### src/hdl/cmx_cfg.svh
// Behaviour
// - Fine trim: bits 5:0 writable, 7:6 zero
// - Fine trim resets to factory calibration value
// - Output is two or four times input, then scaled
// - Input select picks source and x2/x4 base
// - Scale codes 000-010 one, else 2/n
// - Initialise reads zero until written; write starts locking; here only when the multiplier is already on, and it is dropped from off
// - Ready reads one only after lock settles
// - Slow input gives four-pulse bursts per edge
// - Output intended up to fifty megahertz
// - Crystal mode takes two pins, others one
// - Mode field selects drive type encoding
// - Crystal-valid set once crystal has settled
// - Source select 10 routes multiplier to core; here only once the multiplier is locked
`ifndef CMX_CFG_SVH
`define CMX_CFG_SVH
`define CMX_ADDR_MULT_CTRL 8'h97
`define CMX_ADDR_FINE_TRIM 8'h9E
`define CMX_ADDR_EXT_OSC 8'h9F
`define CMX_BIT_MULT_EN 7
`define CMX_BIT_MULT_INIT 6
`define CMX_BIT_MULT_LOCKED 5
`define CMX_BIT_XTAL_VALID 7
`define CMX_RST_MULT_CTRL 8'h00
`define CMX_RST_EXT_OSC 8'h00
`define CMX_SRC_MULT 2'h2
`define CMX_LOCK_TIME_NS 20000
`define CMX_CLK_PERIOD_NS 100
`define CMX_LOCK_CYCLES ((`CMX_LOCK_TIME_NS + `CMX_CLK_PERIOD_NS - 1) / `CMX_CLK_PERIOD_NS)
`define CMX_XTAL_SETTLE_EDGES 1024
`endif

### src/hdl/cmx_pkg.sv
package cmx_pkg;
  typedef enum logic [2:0] {
    CMX_DRV_OFF = 3'h0,
    CMX_DRV_RSVD = 3'h1,
    CMX_DRV_CMOS = 3'h2,
    CMX_DRV_CMOS_DIV2 = 3'h3,
    CMX_DRV_RC = 3'h4,
    CMX_DRV_CAP = 3'h5,
    CMX_DRV_XTAL = 3'h6,
    CMX_DRV_XTAL_DIV2 = 3'h7
  } cmx_drive_mode_t;

  typedef struct packed {
    logic mult_enable;
    logic mult_initialise;
    logic mult_locked;
    logic [2:0] mult_scale;
    logic [1:0] mult_input_select;
  } cmx_mult_ctrl_t;

  typedef struct packed {
    logic crystal_valid;
    cmx_drive_mode_t ext_drive_mode;
    logic rsvd;
    logic [2:0] ext_drive_level;
  } cmx_ext_ctrl_t;

  typedef struct packed {
    logic osc_pin_in_claim;
    logic osc_pin_out_claim;
    logic drive_enable;
    logic crystal_mode;
    logic div2;
  } cmx_drive_t;
endpackage : cmx_pkg

### src/hdl/cmx_clock_ctrl.sv
`timescale 1ns/10ps
`include "cmx_cfg.svh"
// Register file and control for oscillator trim, clock multiplier and external drive
module cmx_clock_ctrl import cmx_pkg::*; #(
  parameter int LOCK_CYCLES = `CMX_LOCK_CYCLES,
  parameter int SETTLE_EDGES = `CMX_XTAL_SETTLE_EDGES
) (
  // Clock and reset
  input wire logic core_clk,
  input wire logic rst_n,
  // Special register port
  input wire logic [7:0] reg_addr,
  input wire logic reg_wr,
  input wire logic reg_rd,
  input wire logic [7:0] reg_wdata,
  output logic [7:0] reg_rdata,
  // Factory calibration
  input wire logic [5:0] factory_fine_trim,
  // System clock source select from the selector register
  input wire logic [1:0] core_clock_source_select,
  // External oscillator amplitude detector level
  input wire logic osc_amp_level,
  // Analog and routing controls
  output logic [5:0] fine_trim,
  output logic mult_enable,
  output logic mult_use_ext,
  output logic mult_base_x4,
  output logic [2:0] mult_num,
  output logic [2:0] mult_den,
  output logic mult_locked,
  output logic mult_to_core_clock,
  output cmx_drive_t ext_drive,
  output logic [2:0] ext_drive_level
);
  ////////////////////////////////////////////////////////////////////////
  // Scaling decode: output = base * num / den
  // Ratio holds num in bits 5:3 and den in bits 2:0
  function automatic logic [5:0] scale_ratio(input logic [2:0] code);
    logic [5:0] r;
    r = 6'h09;
    case (code)
      3'h0, 3'h1, 3'h2: r = 6'h09;
      3'h3: r = 6'h13;
      3'h4: r = 6'h14;
      3'h5: r = 6'h15;
      3'h6: r = 6'h16;
      3'h7: r = 6'h17;
      default: r = 6'h09;
    endcase
    return r;
  endfunction : scale_ratio

  // Crystal modes claim both pins; the one-pin modes claim the output pin only
  function automatic cmx_drive_t drive_decode(input cmx_drive_mode_t m);
    cmx_drive_t d;
    d = '0;
    case (m)
      CMX_DRV_XTAL: d = 5'b11110;
      CMX_DRV_XTAL_DIV2: d = 5'b11111;
      CMX_DRV_CMOS: d = 5'b01100;
      CMX_DRV_CMOS_DIV2: d = 5'b01101;
      CMX_DRV_RC, CMX_DRV_CAP: d = 5'b01100;
      default: d = '0;
    endcase
    return d;
  endfunction : drive_decode

  // One-hot register select, shared by the write strobes and the read mux
  function automatic logic [2:0] reg_select(input logic [7:0] addr);
    logic [2:0] s;
    s = 3'h0;
    case (addr)
      `CMX_ADDR_MULT_CTRL: s = 3'h1;
      `CMX_ADDR_FINE_TRIM: s = 3'h2;
      `CMX_ADDR_EXT_OSC: s = 3'h4;
      default: s = 3'h0;
    endcase
    return s;
  endfunction : reg_select

  ////////////////////////////////////////////////////////////////////////
  // Registers
  // One-hot multiplier state; LOCKING holds until the multiplier is disabled
  typedef enum logic [2:0] {
    CMX_ST_OFF = 3'b001,
    CMX_ST_ON = 3'b010,
    CMX_ST_LOCKING = 3'b100
  } cmx_mult_state_t;

  cmx_mult_state_t st_q, st_d;
  cmx_mult_ctrl_t mc_q, mc_d;
  cmx_ext_ctrl_t xc_q, xc_d;
  logic [5:0] trim_q, trim_d;
  logic trim_loaded_q;
  logic [7:0] rdata_q, rdata_d;
  logic lock_start, lock_running, lock_done, xtal_ok, ref_ok;
  logic [5:0] ratio;
  cmx_drive_t drv;
  cmx_drive_t drv_q;
  logic [5:0] trim_o_q;
  logic en_o_q, ext_o_q, x4_o_q, lock_o_q, route_o_q;
  logic [2:0] num_o_q, den_o_q, lvl_o_q;
  logic [5:0] trim_o_d;
  logic en_o_d, ext_o_d, x4_o_d, lock_o_d, route_o_d;
  logic [2:0] num_o_d, den_o_d, lvl_o_d;
  logic [2:0] reg_sel;

  ////////////////////////////////////////////////////////////////////////
  // Address decode; unmapped addresses select nothing, so writes to them are dropped
  assign reg_sel = reg_select(reg_addr);
  wire wr_mc = reg_wr && reg_sel[0];
  wire wr_ft = reg_wr && reg_sel[1];
  wire wr_xc = reg_wr && reg_sel[2];

  ////////////////////////////////////////////////////////////////////////
  // Multiplier control and state
  always_comb begin
    mc_d = mc_q;
    st_d = st_q;
    lock_start = 1'b0;
    if (wr_mc) begin
      mc_d.mult_enable = reg_wdata[`CMX_BIT_MULT_EN];
      mc_d.mult_scale = reg_wdata[4:2];
      mc_d.mult_input_select = reg_wdata[1:0];
    end
    // An initialise write is honoured only once enabled; from off it is dropped
    case (st_q)
      CMX_ST_OFF: begin
        if (mc_d.mult_enable) begin
          st_d = CMX_ST_ON;
        end
      end
      CMX_ST_ON: begin
        if (!mc_d.mult_enable) begin
          st_d = CMX_ST_OFF;
        end else if (wr_mc && reg_wdata[`CMX_BIT_MULT_INIT]) begin
          st_d = CMX_ST_LOCKING;
          lock_start = 1'b1;
        end
      end
      CMX_ST_LOCKING: begin
        if (!mc_d.mult_enable) begin
          st_d = CMX_ST_OFF;
        end else if (wr_mc && reg_wdata[`CMX_BIT_MULT_INIT]) begin
          lock_start = 1'b1;
        end
      end
      default: st_d = CMX_ST_OFF;
    endcase
    // Initialise reads one from the request until the multiplier is disabled
    mc_d.mult_initialise = (st_d == CMX_ST_LOCKING);
    mc_d.mult_locked = lock_done && mc_d.mult_enable;
  end

  // Lock timing only advances while the selected reference is usable
  assign ref_ok = !mc_q.mult_input_select[0] || (drv_q.drive_enable && (!drv_q.crystal_mode || xtal_ok));

  // Timer enable follows the next enable value, so a disabling write drops ready at once
  cmx_lock_timer #(.LOCK_CYCLES(LOCK_CYCLES)) u_lock (
    .core_clk(core_clk),
    .rst_n(rst_n),
    .enable(mc_d.mult_enable),
    .start(lock_start),
    .ref_ok(ref_ok),
    .running(lock_running),
    .locked(lock_done)
  );

  ////////////////////////////////////////////////////////////////////////
  // Fine trim and external oscillator control
  always_comb begin
    trim_d = trim_q;
    xc_d = xc_q;
    // Bits 7:6 of the trim register are not stored and read back as zero
    if (!trim_loaded_q) begin
      trim_d = factory_fine_trim;
    end else if (wr_ft) begin
      trim_d = reg_wdata[5:0];
    end
    if (wr_xc) begin
      xc_d.ext_drive_mode = cmx_drive_mode_t'(reg_wdata[6:4]);
      xc_d.ext_drive_level = reg_wdata[2:0];
    end
    // Bit 3 is forced low; the mode code is kept as written, reserved 001 included
    xc_d.rsvd = 1'b0;
    xc_d.crystal_valid = xtal_ok;
  end

  // Crystal-valid only counts in the two crystal modes and clears in any other
  cmx_xtal_detect #(.SETTLE_EDGES(SETTLE_EDGES)) u_xtal (
    .core_clk(core_clk),
    .rst_n(rst_n),
    .crystal_mode(drv_q.crystal_mode),
    .osc_level(osc_amp_level),
    .valid(xtal_ok)
  );

  assign drv = drive_decode(xc_q.ext_drive_mode);
  assign ratio = scale_ratio(mc_q.mult_scale);

  ////////////////////////////////////////////////////////////////////////
  // Read data, registered so it appears the cycle after the strobe
  always_comb begin
    rdata_d = rdata_q;
    if (reg_rd) begin
      case (reg_sel)
        3'h1: rdata_d = mc_q;
        3'h2: rdata_d = {2'h0, trim_q};
        3'h4: rdata_d = xc_q;
        default: rdata_d = 8'h00;
      endcase
    end
  end

  always_ff @(posedge core_clk) begin
    if (!rst_n) begin
      st_q <= CMX_ST_OFF;
      mc_q <= `CMX_RST_MULT_CTRL;
    end else begin
      st_q <= st_d;
      mc_q <= mc_d;
    end
  end

  // Factory trim is taken on the first edge after reset, so a late-settling fuse value still lands
  always_ff @(posedge core_clk) begin
    if (!rst_n) begin
      xc_q <= `CMX_RST_EXT_OSC;
      trim_q <= 6'h00;
      trim_loaded_q <= 1'b0;
      drv_q <= '0;
    end else begin
      xc_q <= xc_d;
      trim_q <= trim_d;
      trim_loaded_q <= 1'b1;
      drv_q <= drv;
    end
  end

  always_ff @(posedge core_clk) begin
    if (!rst_n) begin
      rdata_q <= 8'h00;
    end else begin
      rdata_q <= rdata_d;
    end
  end

  ////////////////////////////////////////////////////////////////////////
  // Output flops; the analog multiplier forms f_out = f_in * base * num / den
  // Below the minimum input rate the analog core gives four-pulse bursts per input edge
  // Software must keep f_out at or under fifty megahertz; no range check is made here
  always_comb begin
    trim_o_d = trim_q;
    en_o_d = mc_q.mult_enable;
    ext_o_d = mc_q.mult_input_select[0];
    x4_o_d = mc_q.mult_input_select[1];
    num_o_d = ratio[5:3];
    den_o_d = ratio[2:0];
    lock_o_d = mc_q.mult_locked;
    // Routing waits for lock so the core never runs on an unsettled multiplier
    route_o_d = core_clock_source_select == `CMX_SRC_MULT && mc_q.mult_locked;
    lvl_o_d = xc_q.ext_drive_level;
  end

  always_ff @(posedge core_clk) begin
    if (!rst_n) begin
      trim_o_q <= 6'h00;
      en_o_q <= 1'b0;
      ext_o_q <= 1'b0;
      x4_o_q <= 1'b0;
      num_o_q <= 3'h1;
      den_o_q <= 3'h1;
      lock_o_q <= 1'b0;
      route_o_q <= 1'b0;
      lvl_o_q <= 3'h0;
    end else begin
      trim_o_q <= trim_o_d;
      en_o_q <= en_o_d;
      ext_o_q <= ext_o_d;
      x4_o_q <= x4_o_d;
      num_o_q <= num_o_d;
      den_o_q <= den_o_d;
      lock_o_q <= lock_o_d;
      route_o_q <= route_o_d;
      lvl_o_q <= lvl_o_d;
    end
  end

  // Every output is a flop copy; all but reg_rdata run one cycle behind register state, and reg_rdata holds the last read
  assign reg_rdata = rdata_q;
  assign fine_trim = trim_o_q;
  assign mult_enable = en_o_q;
  assign mult_use_ext = ext_o_q;
  assign mult_base_x4 = x4_o_q;
  assign mult_num = num_o_q;
  assign mult_den = den_o_q;
  assign mult_locked = lock_o_q;
  assign mult_to_core_clock = route_o_q;
  assign ext_drive = drv_q;
  assign ext_drive_level = lvl_o_q;
endmodule : cmx_clock_ctrl

### src/hdl/cmx_lock_timer.sv
`timescale 1ns/10ps
`include "cmx_cfg.svh"
// Counts lock settling after an initialise request while enabled
module cmx_lock_timer import cmx_pkg::*; #(
  parameter int LOCK_CYCLES = `CMX_LOCK_CYCLES
) (
  // Clock and reset
  input wire logic core_clk,
  input wire logic rst_n,
  // Control
  input wire logic enable,
  input wire logic start,
  input wire logic ref_ok,
  // Status
  output logic running,
  output logic locked
);
  localparam int CW = $clog2(LOCK_CYCLES + 1);
  logic [CW-1:0] cnt_q, cnt_d;
  logic run_q, run_d, lock_q, lock_d;

  always_comb begin
    cnt_d = cnt_q;
    run_d = run_q;
    lock_d = lock_q;
    if (!enable) begin
      cnt_d = '0;
      run_d = 1'b0;
      lock_d = 1'b0;
    end else if (start) begin
      cnt_d = '0;
      run_d = 1'b1;
      lock_d = 1'b0;
    end else if (run_q && ref_ok) begin
      if (cnt_q == CW'(LOCK_CYCLES - 1)) begin
        run_d = 1'b0;
        lock_d = 1'b1;
      end else begin
        cnt_d = cnt_q + CW'(1);
      end
    end
  end

  always_ff @(posedge core_clk) begin
    if (!rst_n) begin
      cnt_q <= '0;
      run_q <= 1'b0;
      lock_q <= 1'b0;
    end else begin
      cnt_q <= cnt_d;
      run_q <= run_d;
      lock_q <= lock_d;
    end
  end

  assign running = run_q;
  assign locked = lock_q;
endmodule : cmx_lock_timer

### src/hdl/cmx_xtal_detect.sv
`timescale 1ns/10ps
`include "cmx_cfg.svh"
// Declares a crystal settled after enough amplitude-detector edges
module cmx_xtal_detect import cmx_pkg::*; #(
  parameter int SETTLE_EDGES = `CMX_XTAL_SETTLE_EDGES
) (
  // Clock and reset
  input wire logic core_clk,
  input wire logic rst_n,
  // Control
  input wire logic crystal_mode,
  input wire logic osc_level,
  // Status
  output logic valid
);
  localparam int CW = $clog2(SETTLE_EDGES + 1);
  logic [CW-1:0] cnt_q, cnt_d;
  logic s1_q, s2_q, prev_q, valid_q, valid_d;

  // Two-stage synchroniser; only the second stage feeds the edge detector
  always_ff @(posedge core_clk) begin
    if (!rst_n) begin
      s1_q <= 1'b0;
      s2_q <= 1'b0;
      prev_q <= 1'b0;
    end else begin
      s1_q <= osc_level;
      s2_q <= s1_q;
      prev_q <= s2_q;
    end
  end

  always_comb begin
    cnt_d = cnt_q;
    valid_d = valid_q;
    if (!crystal_mode) begin
      cnt_d = '0;
      valid_d = 1'b0;
    end else if (s2_q && !prev_q && !valid_q) begin
      if (cnt_q == CW'(SETTLE_EDGES - 1)) begin
        valid_d = 1'b1;
      end else begin
        cnt_d = cnt_q + CW'(1);
      end
    end
  end

  always_ff @(posedge core_clk) begin
    if (!rst_n) begin
      cnt_q <= '0;
      valid_q <= 1'b0;
    end else begin
      cnt_q <= cnt_d;
      valid_q <= valid_d;
    end
  end

  assign valid = valid_q;
endmodule : cmx_xtal_detect

### config.mk
export PLATFORM = sky130hd
export DESIGN_NAME = cmx_clock_ctrl
export DESIGN_NICKNAME = d
export VERILOG_FILES = /design/src/hdl/cmx_pkg.sv /design/src/hdl/cmx_clock_ctrl.sv /design/src/hdl/cmx_lock_timer.sv /design/src/hdl/cmx_xtal_detect.sv
export VERILOG_INCLUDE_DIRS = /design/src /design/src/hdl
export SDC_FILE = /design/constraint.sdc
export NUM_CORES = 1
export LEC_CHECK = 0
export ABC_CLOCK_PERIOD_IN_PS = 4000
export BUFFER_PORTS_ARGS = -buffer_cell sky130_fd_sc_hd__buf_2
export CAP_MARGIN = 10
export CORE_MARGIN = 2
export CORE_UTILIZATION = 55
export CTS_CLUSTER_SIZE = 10
export DETAILED_ROUTE_END_ITERATION = 8
export GPL_TIMING_DRIVEN = 0
export PLACE_DENSITY = 0.91
export SYNTH_ARGS = -nofsm -noshare
export SYNTH_HDL_FRONTEND = slang
export SYNTH_SLANG_ARGS = --single-unit
### constraint.sdc
create_clock -name core_clk -period 4 [get_ports core_clk]
set_input_delay 0.8 -clock core_clk [delete_from_list [all_inputs] [get_ports core_clk]]
set_output_delay 0.8 -clock core_clk [all_outputs]
set_load 0.005 [all_outputs]
# Word level (Yosys, flattened, before mapping)
# Memory sizes are Yosys's and may differ from the RTL's. A register that Yosys moved wholly into a read port is not among the register bits.
# Index checks and enable logic that the tools add are counted.
# totals
inputBits,29
ff_bits,81
memories,1
rom_bits,40
wordCells,108
# classes
mux,18
addsub,2
n_reduce_logical,29
eq_ne,20
bitwise_logic,4
# mem_list
name,words,word_bits,rd,rd_ports_with_merged_regs,write_ports,line,source
(no name shown),8,5,1,1,0,cmx_clock_ctrl.sv:41,case (code)
# ops
cell,count
equality test 8 bit (second input constant),4
one-hot mux 8 bit (3 select lines),1
equality test 3 bit (second input constant),7
one-hot mux 5 bit (4 select lines),1
one-hot mux 3 bit (3 select lines),2
AND reduction 2 bit,7
equality test 3 x 2 -> 1 bit (second input constant),4
two-way mux 3 bit,4
two-way mux 6 bit,2
adder 11 x 1 -> 11 bit (second input constant),1
equality test 11 x 10 -> 1 bit (second input constant),1
logical AND 1 bit,10
adder 8 x 1 -> 8 bit (second input constant),1
two-way mux 1 bit,8
equality test 3 x 1 -> 1 bit (second input constant),2
OR reduction 3 bit,2
zero test 1 bit,5
NOT 1 bit,4
nonzero test 2 bit,2
equality test 2 bit (second input constant),1
logical OR 1 bit,2
inequality test 2 x 1 -> 1 bit (second input constant),1
OR reduction 2 bit,1

# Depth between registers and ports, before layout
# Gate-level depths: netlist (run 1).
# logic_depth
depth_word,9
ltp_mapped,6
ltp_nobuf,5

# By module
# Synthesis (run 1) repeated with hierarchy kept, for this count alone.
# hier_totals
cells_unflattened,346
hier_area_um2,3301.9
# modules_own_cells
module,area_per_inst_um2,seq_area_each_um2,instances,cells_per_inst
cmx_clock_ctrl,2148.3,1101.1,1,223
cmx_xtal_detect,669.4,300.3,1,69
cmx_lock_timer,484.2,200.2,1,54

# Least setup slack after synthesis (run 1)
# No wires, ideal clock.
# synth_path
kind,input-to-reg
startpoint,input reg_addr[0]
endpoint,register u_lock.cnt_q[2]
arrival_ns,2.008
setup_time_ns,0.087
slack_ns,1.905
stages,5
cell_sequence,buf_4 -> nand4b_1 -> nor3_1 -> a41oi_2 -> a211oi_1
# synth_via
elab_chain_cells,8
elab_cells_between_ends,12
classes_between,3 x eq/ne; 5 x mux; 1 x bitwise; 3 x reduce/logical
# synth_rtl
item,line,source
start: declaration,cmx_clock_ctrl.sv:12,"input wire logic [7:0] reg_addr,"
equality test 8 bit,cmx_clock_ctrl.sv:72,case (addr)
one-hot mux 3 bit (3 select lines) *,cmx_clock_ctrl.sv:72,
logical AND 1 bit *,cmx_clock_ctrl.sv:111,wire wr_mc = reg_wr && reg_sel[0];
logical AND 1 bit,"cmx_clock_ctrl.sv:136, cmx_clock_ctrl.sv:144",
two-way mux 1 bit,"cmx_clock_ctrl.sv:136, cmx_clock_ctrl.sv:144",
two-way mux 1 bit,cmx_clock_ctrl.sv:134,if (!mc_d.mult_enable) begin
two-way mux 1 bit,n/a,
OR reduction 3 bit (no source line) *,n/a,
end signal: assignment,cmx_lock_timer.sv:50,cnt_q <= cnt_d;
end: declaration,cmx_lock_timer.sv:19,"logic [CW-1:0] cnt_q, cnt_d;"
# Every way passes the cells marked *; elsewhere a longest branch is shown, timed or not.
# A chain may end at the register's enable or synchronous reset.

# Final worst setup path (run 1)
# layout_path
startpoint,input reg_addr[5]
endpoint,register u_lock.cnt_q[2]
# Same word-level chain as after synthesis.

==> results.toml, run 1 <==
[status]
outcome = "completed"

[placed_design]
place.gp.congestion = 0.846
dpl.hpwl_mm = 5.20
io_buffers = 60

[synthesis]
synthXorXnorAreaFrac_pct = 1.07
synth_most_common_cell = "dfxtp_1"
netlist_top_cells_count = "80 x dfxtp_1, 23 x nand2_1, 18 x and2_1"
yosys.area_share.simple_pct = 24.0
synth_area_um2 = 3270
synth_top_area_share_pct = 49.0
async_reset_ff_share_pct = 0
syn_inst = 331
synth_fa_ha_area_share_pct = 0.765
ys_warn_count = 0
synth_area_leaders = "dfxtp_1 49%, mux2_2 5.2%, mux2i_1 4.3%, and2_1 3.4%, nor2b_1 3.3%"
synth_edf_count = 0
synthFlopType = "dfxtp_1"
yosysTopAreaCell = "dfxtp_1"
synth_fp_nets = 362
synthDistinctLibCells = 47
synth-compound-area-share_pct = 12.5
synth_area_per_cell_um2 = 9.88
synth_top_family_by_area = "simple AND/OR/NAND/NOR gates"
ys_seq_area_share_pct = 49.0
ys_ff_latch = 80
muxShareOfSynthArea_pct = 9.45

[final_layout]
antenna_cells = 0
regArea_um2 = 1600
multi_input_comb_area_um2 = 1570
fillCellCount = 479
syn_to_final_growth_pct = 18.3
drive_above_1_share_pct = 24.8
fin_util_pct = 66.5
nNetsFinal = 433

[detailed_routing]
drtAntennaViolNets = 0
drcViolationCount = 0
drt_first_pass_iters = 4
routed_via_density = 5.70
wl_per_cell_um = 15.4
first_iter_violations = 131
vias = 2749
wl_mm = 7.44

[setup_path]
required_ns = 4.27
crit_fanout = 9
critical_path_arrival_ns = 2.69
crit_family = "simple AND/OR/NAND/NOR gates"
cp-start-kind = "primary input"
reg2reg_slack_ns = 1.92
cp_cell_sequence = "buf_2 > nand4b_1 > nor3_1 > a41oi_2 > a211oi_1"
worstRegToRegCells = 5
path_class = "in2reg"
critPathSlowestCell = "nor3_1"
critPathMaxStageDelay_ns = 0.86
endpoint_kind = "flop"
r2r_start = "u_lock.cnt_q[0]"
reg2reg_to = "u_lock.running"
critPathBufInv = 1

[sta]
slew_headroom_pct = 31.8
post-route-period-util_pct = 60.4
clock_skew_ns = 0.00954
slew_viol_final = 0
finalHoldViolations = 0
fin_crit_ns = 2.41
tightest_slew_ns = 1.02
tns_ns = 0
max_clock_freq_mhz = 414
hold_ws_ns = 0.450
rsz0062_at_grt = "false"
setup-violations-final = 0

[power_and_ir_drop]
powerDensity_nw_per_um2 = 384
pwr-share-clk_pct = 40.9
swShare_pct = 23.9
peakVddDrop_v = 0.000254
power_frac_comb_pct = 4.7
p_int_mw = 1.13
power_switching_mw = 0.355
p_leak_nw = 1.60
p_seq_share_pct = 54.4
finalPower_mw = 1.49

[min_path]
whs_path_depth = 1
hp-class = "reg2reg"
hold_end = "u_xtal.s2_q"
min-delay-start = "u_xtal.s1_q"

[die]
rows = 28
io_pins = 62
die_area_um2 = 6580
core_area_um2 = 5820
initial_utilization_pct = 56.2
dieWidth_um = 81.1
die_h_um = 81.1

[clocking]
clockBufferDepth = 2
clock_latency_ns = 0.36
cts_root_buffer = "clkbuf_8"
htree_levels = 3
cts.sinks = 80
cts_tree = "done"
cts_buffers = 9
clkTransAtPathRegs_ns = 0.08
post_cts_buffers = 0
cts_hold_buf = 0
cts_resized = 0

[run]
max_cap_viol_count = 0

[grt]
grt_pass1_wl_mm = 12.2
grt_overflow = 0
antenna_found_initial = 0
track_usage_pct = 24.4
grt_max_degree = 16
grt_pass1_vias = 2642
[kinds of logic (layout without fill, tap and decap cells)]
logic type                 Yosys count  after routing
and+or+nand+nor                    134            134
DFF                                 80             80
AOI/OAI and AO/OA                   61             61
muxes                               29             29
buffers and inverters               20             96
xor gates and xnor gates             4              4
adders and majority gates            2              2
other                                1              1
[placed cells by master (no fill, tap or decap), types with 6 or more instances in the layout]
master and instances:
dfxtp_1 80, nand2b_1 6, buf_2 60, nand3_1 12, and2_1 18, o21ai_0 13
mux2i_1 14, nor2b_1 17, a21oi_1 13, nand4_1 7, inv_1 6, a21boi_0 9
nand2_1 23, clkbuf_1 7, nor2_1 12, clkbuf_8 9, mux2_2 15
[per-stage QoR]
step / instances / worst slack [ns] / instance area, um^2
after detailed placement: 466 / 1.34 / 3660
after global placement: 466 / 1.35 / 3660
after floorplan: 331 / 1.90 / 3270
after global routing: 482 / 1.39 / 3870
final: 482 / 1.59 / 3870
after CTS: 482 / 1.58 / 3870
[state kept, by name (all words and copies together), names as in the netlist, 2 cells and up]
signal and cells:
u_xtal.cnt_q 11, reg_rdata 8, u_lock.cnt_q 8, fine_trim 6, trim_o_d 6, mc_q 5, xc_q 4, ext_drive 3
ext_drive_level 3, lvl_o_d 3, mult_den 3, st_q 3, mult_num 2
[worst max path at each step]
stage	cells past startpoint	slack (ns)	startpoint	endpoint
2_1_floorplan	5	1.90	reg_addr[0]	u_lock.cnt_q[2]
3_3_place_gp	5	1.35	reg_addr[5]	u_lock.cnt_q[2]
3_5_place_dp	5	1.34	reg_addr[5]	u_lock.cnt_q[2]
4_1_cts	5	1.58	reg_addr[5]	u_lock.cnt_q[2]
5_1_grt	5	1.39	reg_addr[5]	u_lock.cnt_q[2]
6_report	5	1.59	reg_addr[5]	u_lock.cnt_q[2]
[area by class of cell]
class | count | share of cell area, %
flip-flops and latches | 80 | 41.4
clock inverters | 7 | 2.07
well taps | 75 | 2.43
multi-input cells | 231 | 40.5
inverters | 6 | 0.582
plain buffers | 14 | 2.07
repair buffers | 60 | 7.76
clock buffers | 9 | 3.20
[power groups by stage]
stage	clock, mW	combinational, mW	sequential (mW)
global placement	0	0.0674	0.826
detailed placement	0	0.0686	0.827
finish	0.608	0.0705	0.808
floorplan	0	0.0367	0.826
CTS	0.609	0.0694	0.808
global route	0.643	0.0762	0.809
[metal layers]
layer / track usage [%] / wire length, um / share of wire, %
met1: 28.9 / 3260 / 44
met2: 41.7 / 3650 / 49
met3: 6.00 / 411 / 5.5
met4: 11.0 / 123 / 1.7
met5: 0 / 0 / 0
No activity file was read; power rests on OpenSTA's default activity.
==> run 2, diff against run 1 <==
ABC_AREA = 1   (was default)
ABC_CLOCK_PERIOD_IN_PS = 2100   (was 4000)
CORE_UTILIZATION = 50   (was 55)
PLACE_DENSITY = 0.88   (was 0.91)
clock period = 2.1 ns   (was 4 ns; I/O delays follow)
==> run 2 against run 1 <==
- sequential power grew 91%
- clock power grew 120%
- worst hold slack got worse by 0.26 ns
- final cell count grew 27%
- clock-buffer cell count up 2
- critical path depth is 3 higher
- design area rose by 4.5%
- critical path type is now reg2reg
- critical endpoint is now u_xtal.cnt_q[9]
- largest power group unchanged
==> results.toml, run 2 <==
[status]
outcome = "completed"

[sta]
setup-violations-final = 0
slew_viol_final = 0
tightest_slew_ns = 0.525
tns_ns = 0
slew_headroom_pct = 65.0
clock_skew_ns = 0.00731
post-route-period-util_pct = 77.2
rsz0062_at_grt = "false"
max_clock_freq_mhz = 617
finalHoldViolations = 0
fin_crit_ns = 1.62

[setup_path]
critPathMaxStageDelay_ns = 0.35
path_class = "reg2reg"
crit_fanout = 9
critical_path_arrival_ns = 1.87
cp-start-kind = "flop"
crit_family = "simple AND/OR/NAND/NOR gates"
critPathBufInv = 1
critPathSlowestCell = "dfxtp_1"
cp_cell_sequence = "ha_1 > nand2_1 > nor2_2 > nand3_1 > nand2_2 > inv_2 > a21oi_1 > nor2_1"
required_ns = 2.34
endpoint_kind = "flop"

[placed_design]
place.gp.congestion = 0.861
io_buffers = 59
dpl.hpwl_mm = 5.63
dp.cells = 598
post_dp_cell_area_um2 = 3810

[detailed_routing]
drcViolationCount = 0
drtAntennaViolNets = 0
routed_via_density = 5.14
vias = 3153
wl_per_cell_um = 12.4
drt_first_pass_iters = 8
first_iter_violations = 205
wl_mm = 7.61

[clocking]
clock_latency_ns = 0.35
clockBufferDepth = 2
cts_resized = 0
cts.sinks = 80
post_cts_buffers = 0
cts_hold_buf = 0
cts_buffers = 9
clkTransAtPathRegs_ns = 0.08
cts_root_buffer = "clkbuf_8"
cts_tree = "done"
htree_levels = 3

[synthesis]
muxShareOfSynthArea_pct = 1.98
yosysTopAreaCell = "dfxtp_1"
ys_ff_latch = 80
synth_fp_nets = 490
netlist_top_cells_count = "108 x nand2_1, 80 x dfxtp_1, 67 x inv_1"
async_reset_ff_share_pct = 0
synth_edf_count = 0
synth_top_area_share_pct = 46.9
syn_inst = 459
synthFlopType = "dfxtp_1"
synth_area_per_cell_um2 = 7.43
synth_fa_ha_area_share_pct = 0.733
synth_most_common_cell = "nand2_1"
ys_warn_count = 0
synth-compound-area-share_pct = 9.57
ys_seq_area_share_pct = 46.9
synth_area_leaders = "dfxtp_1 47%, nand2_1 12%, inv_1 7.4%, nand3_1 6.2%, a21oi_1 5.0%"
synthDistinctLibCells = 33
synth_top_family_by_area = "simple AND/OR/NAND/NOR gates"
synth_area_um2 = 3410
synthXorXnorAreaFrac_pct = 2.05
yosys.area_share.simple_pct = 28.1

[power_and_ir_drop]
p_seq_share_pct = 51.4
p_int_mw = 2.38
finalPower_mw = 3.01
power_frac_comb_pct = 4.6
peakVddDrop_v = 0.000565
swShare_pct = 20.8
powerDensity_nw_per_um2 = 743
power_switching_mw = 0.626
pwr-share-clk_pct = 44.0
p_leak_nw = 1.88

[grt]
grt_max_degree = 14
grt_pass1_vias = 2794
grt_pass1_wl_mm = 12.1
grt_overflow = 0
track_usage_pct = 20.5
antenna_found_initial = 0

[die]
core_area_um2 = 6680
die_area_um2 = 7500
io_pins = 62
initial_utilization_pct = 51.1
rows = 30
dieWidth_um = 86.6
die_h_um = 86.6

[final_layout]
multi_input_comb_area_um2 = 1450
drive_above_1_share_pct = 20.6
most-common-layout-cells = "108 x nand2_1, 80 x dfxtp_1, 67 x inv_1"
regMostFlops = "u_xtal.cnt_q"
nNetsFinal = 560
syn_to_final_growth_pct = 18.5
regArea_um2 = 1600
fin_util_pct = 60.5
instances_no_fill = 614
design_area_um2 = 4040
final_common_cell = "nand2_1"
antenna_cells = 0
fillCellCount = 579
largest_reg_flops = 11

[min_path]
hp-class = "in2reg"

[run]
max_cap_viol_count = 0
-- run 2: cell types whose count changed in the layout (fill, tap and decap cells not counted), sizes merged, moves of 9 or more --
cell and delta:
nor2b -17, o21ai +12, inv +64, mux2i -14, nand3 +31, a21boi -9, nor2 +29, and2 -18
nand2 +90, a21oi +22, mux2 -9
-- run 2: worst register-to-register path: cells and delay by family (launching register included) --
kind	cells	cell delay (ns)
compound gates	1	0.15
simple gates	5	0.69
buf+inv	1	0.11
flops	1	0.35
fa+ha+maj	1	0.21
-- run 2: per-layer routing --
| layer | GRT usage (%) | wire length [um] | vias up |
|---|---|---|---|
| met2 | 34.8 | 3740 | 143 |
| met4 | 6.82 | 125 | 0 |
| met1 | 24.2 | 3180 | 1414 |
| met3 | 7.24 | 566 | 14 |
| met5 | 0 | 0 | - |
| li1 | - | - | 1582 |
-- run 2: area by class of cell --
cell class	instances	share of cell area, %
sequential	80	39.6
multi-input combinational	291	35.9
timing repair buffer	59	7.30
inverter	71	6.59
clock buffer	11	3.25
clock inverter	5	2.57
tap	80	2.48
buffer	17	2.26
-- run 2: power by group through the flow --
| stage | registers (mW) | logic (mW) | clock network, mW |
|---|---|---|---|
| finish | 1.54 | 0.138 | 1.32 |
| detailed placement | 1.58 | 0.135 | 0 |
| floorplan | 1.58 | 0.0761 | 0 |
| global placement | 1.58 | 0.131 | 0 |
| global route | 1.54 | 0.152 | 1.40 |
| CTS | 1.54 | 0.137 | 1.35 |
-- run 2: stage by stage --
stage	hold WS (ns)	setup WS (ns)
CTS	0.175	0.482
floorplan	0.390	0.709
global placement	0.399	0.460
global route	0.187	0.318
finish	0.190	0.479
detailed placement	0.417	0.350
-- run 2: cells by family (layout without fill, tap and decap cells) --
group	after synthesis	in the layout
buffers and inverters	88	163
xor gates and xnor gates	8	8
muxes	6	6
AOI/OAI and AO/OA	63	63
other	1	1
adders and majority gates	2	2
DFF	80	80
and+or+nand+nor	211	211
-- run 2: final timing paths --
check / from / depth (start not counted) / slack [ns] / to
worst max-delay path: u_xtal.cnt_q[0] / 8 / 0.48 / u_xtal.cnt_q[9]
worst min-delay path: rst_n / 1 / 0.19 / trim_loaded_q
worst max register to register: u_xtal.cnt_q[0] / 8 / 0.48 / u_xtal.cnt_q[9]
worst min register to register: u_lock.locked / 2 / 0.43 / lock_o_d
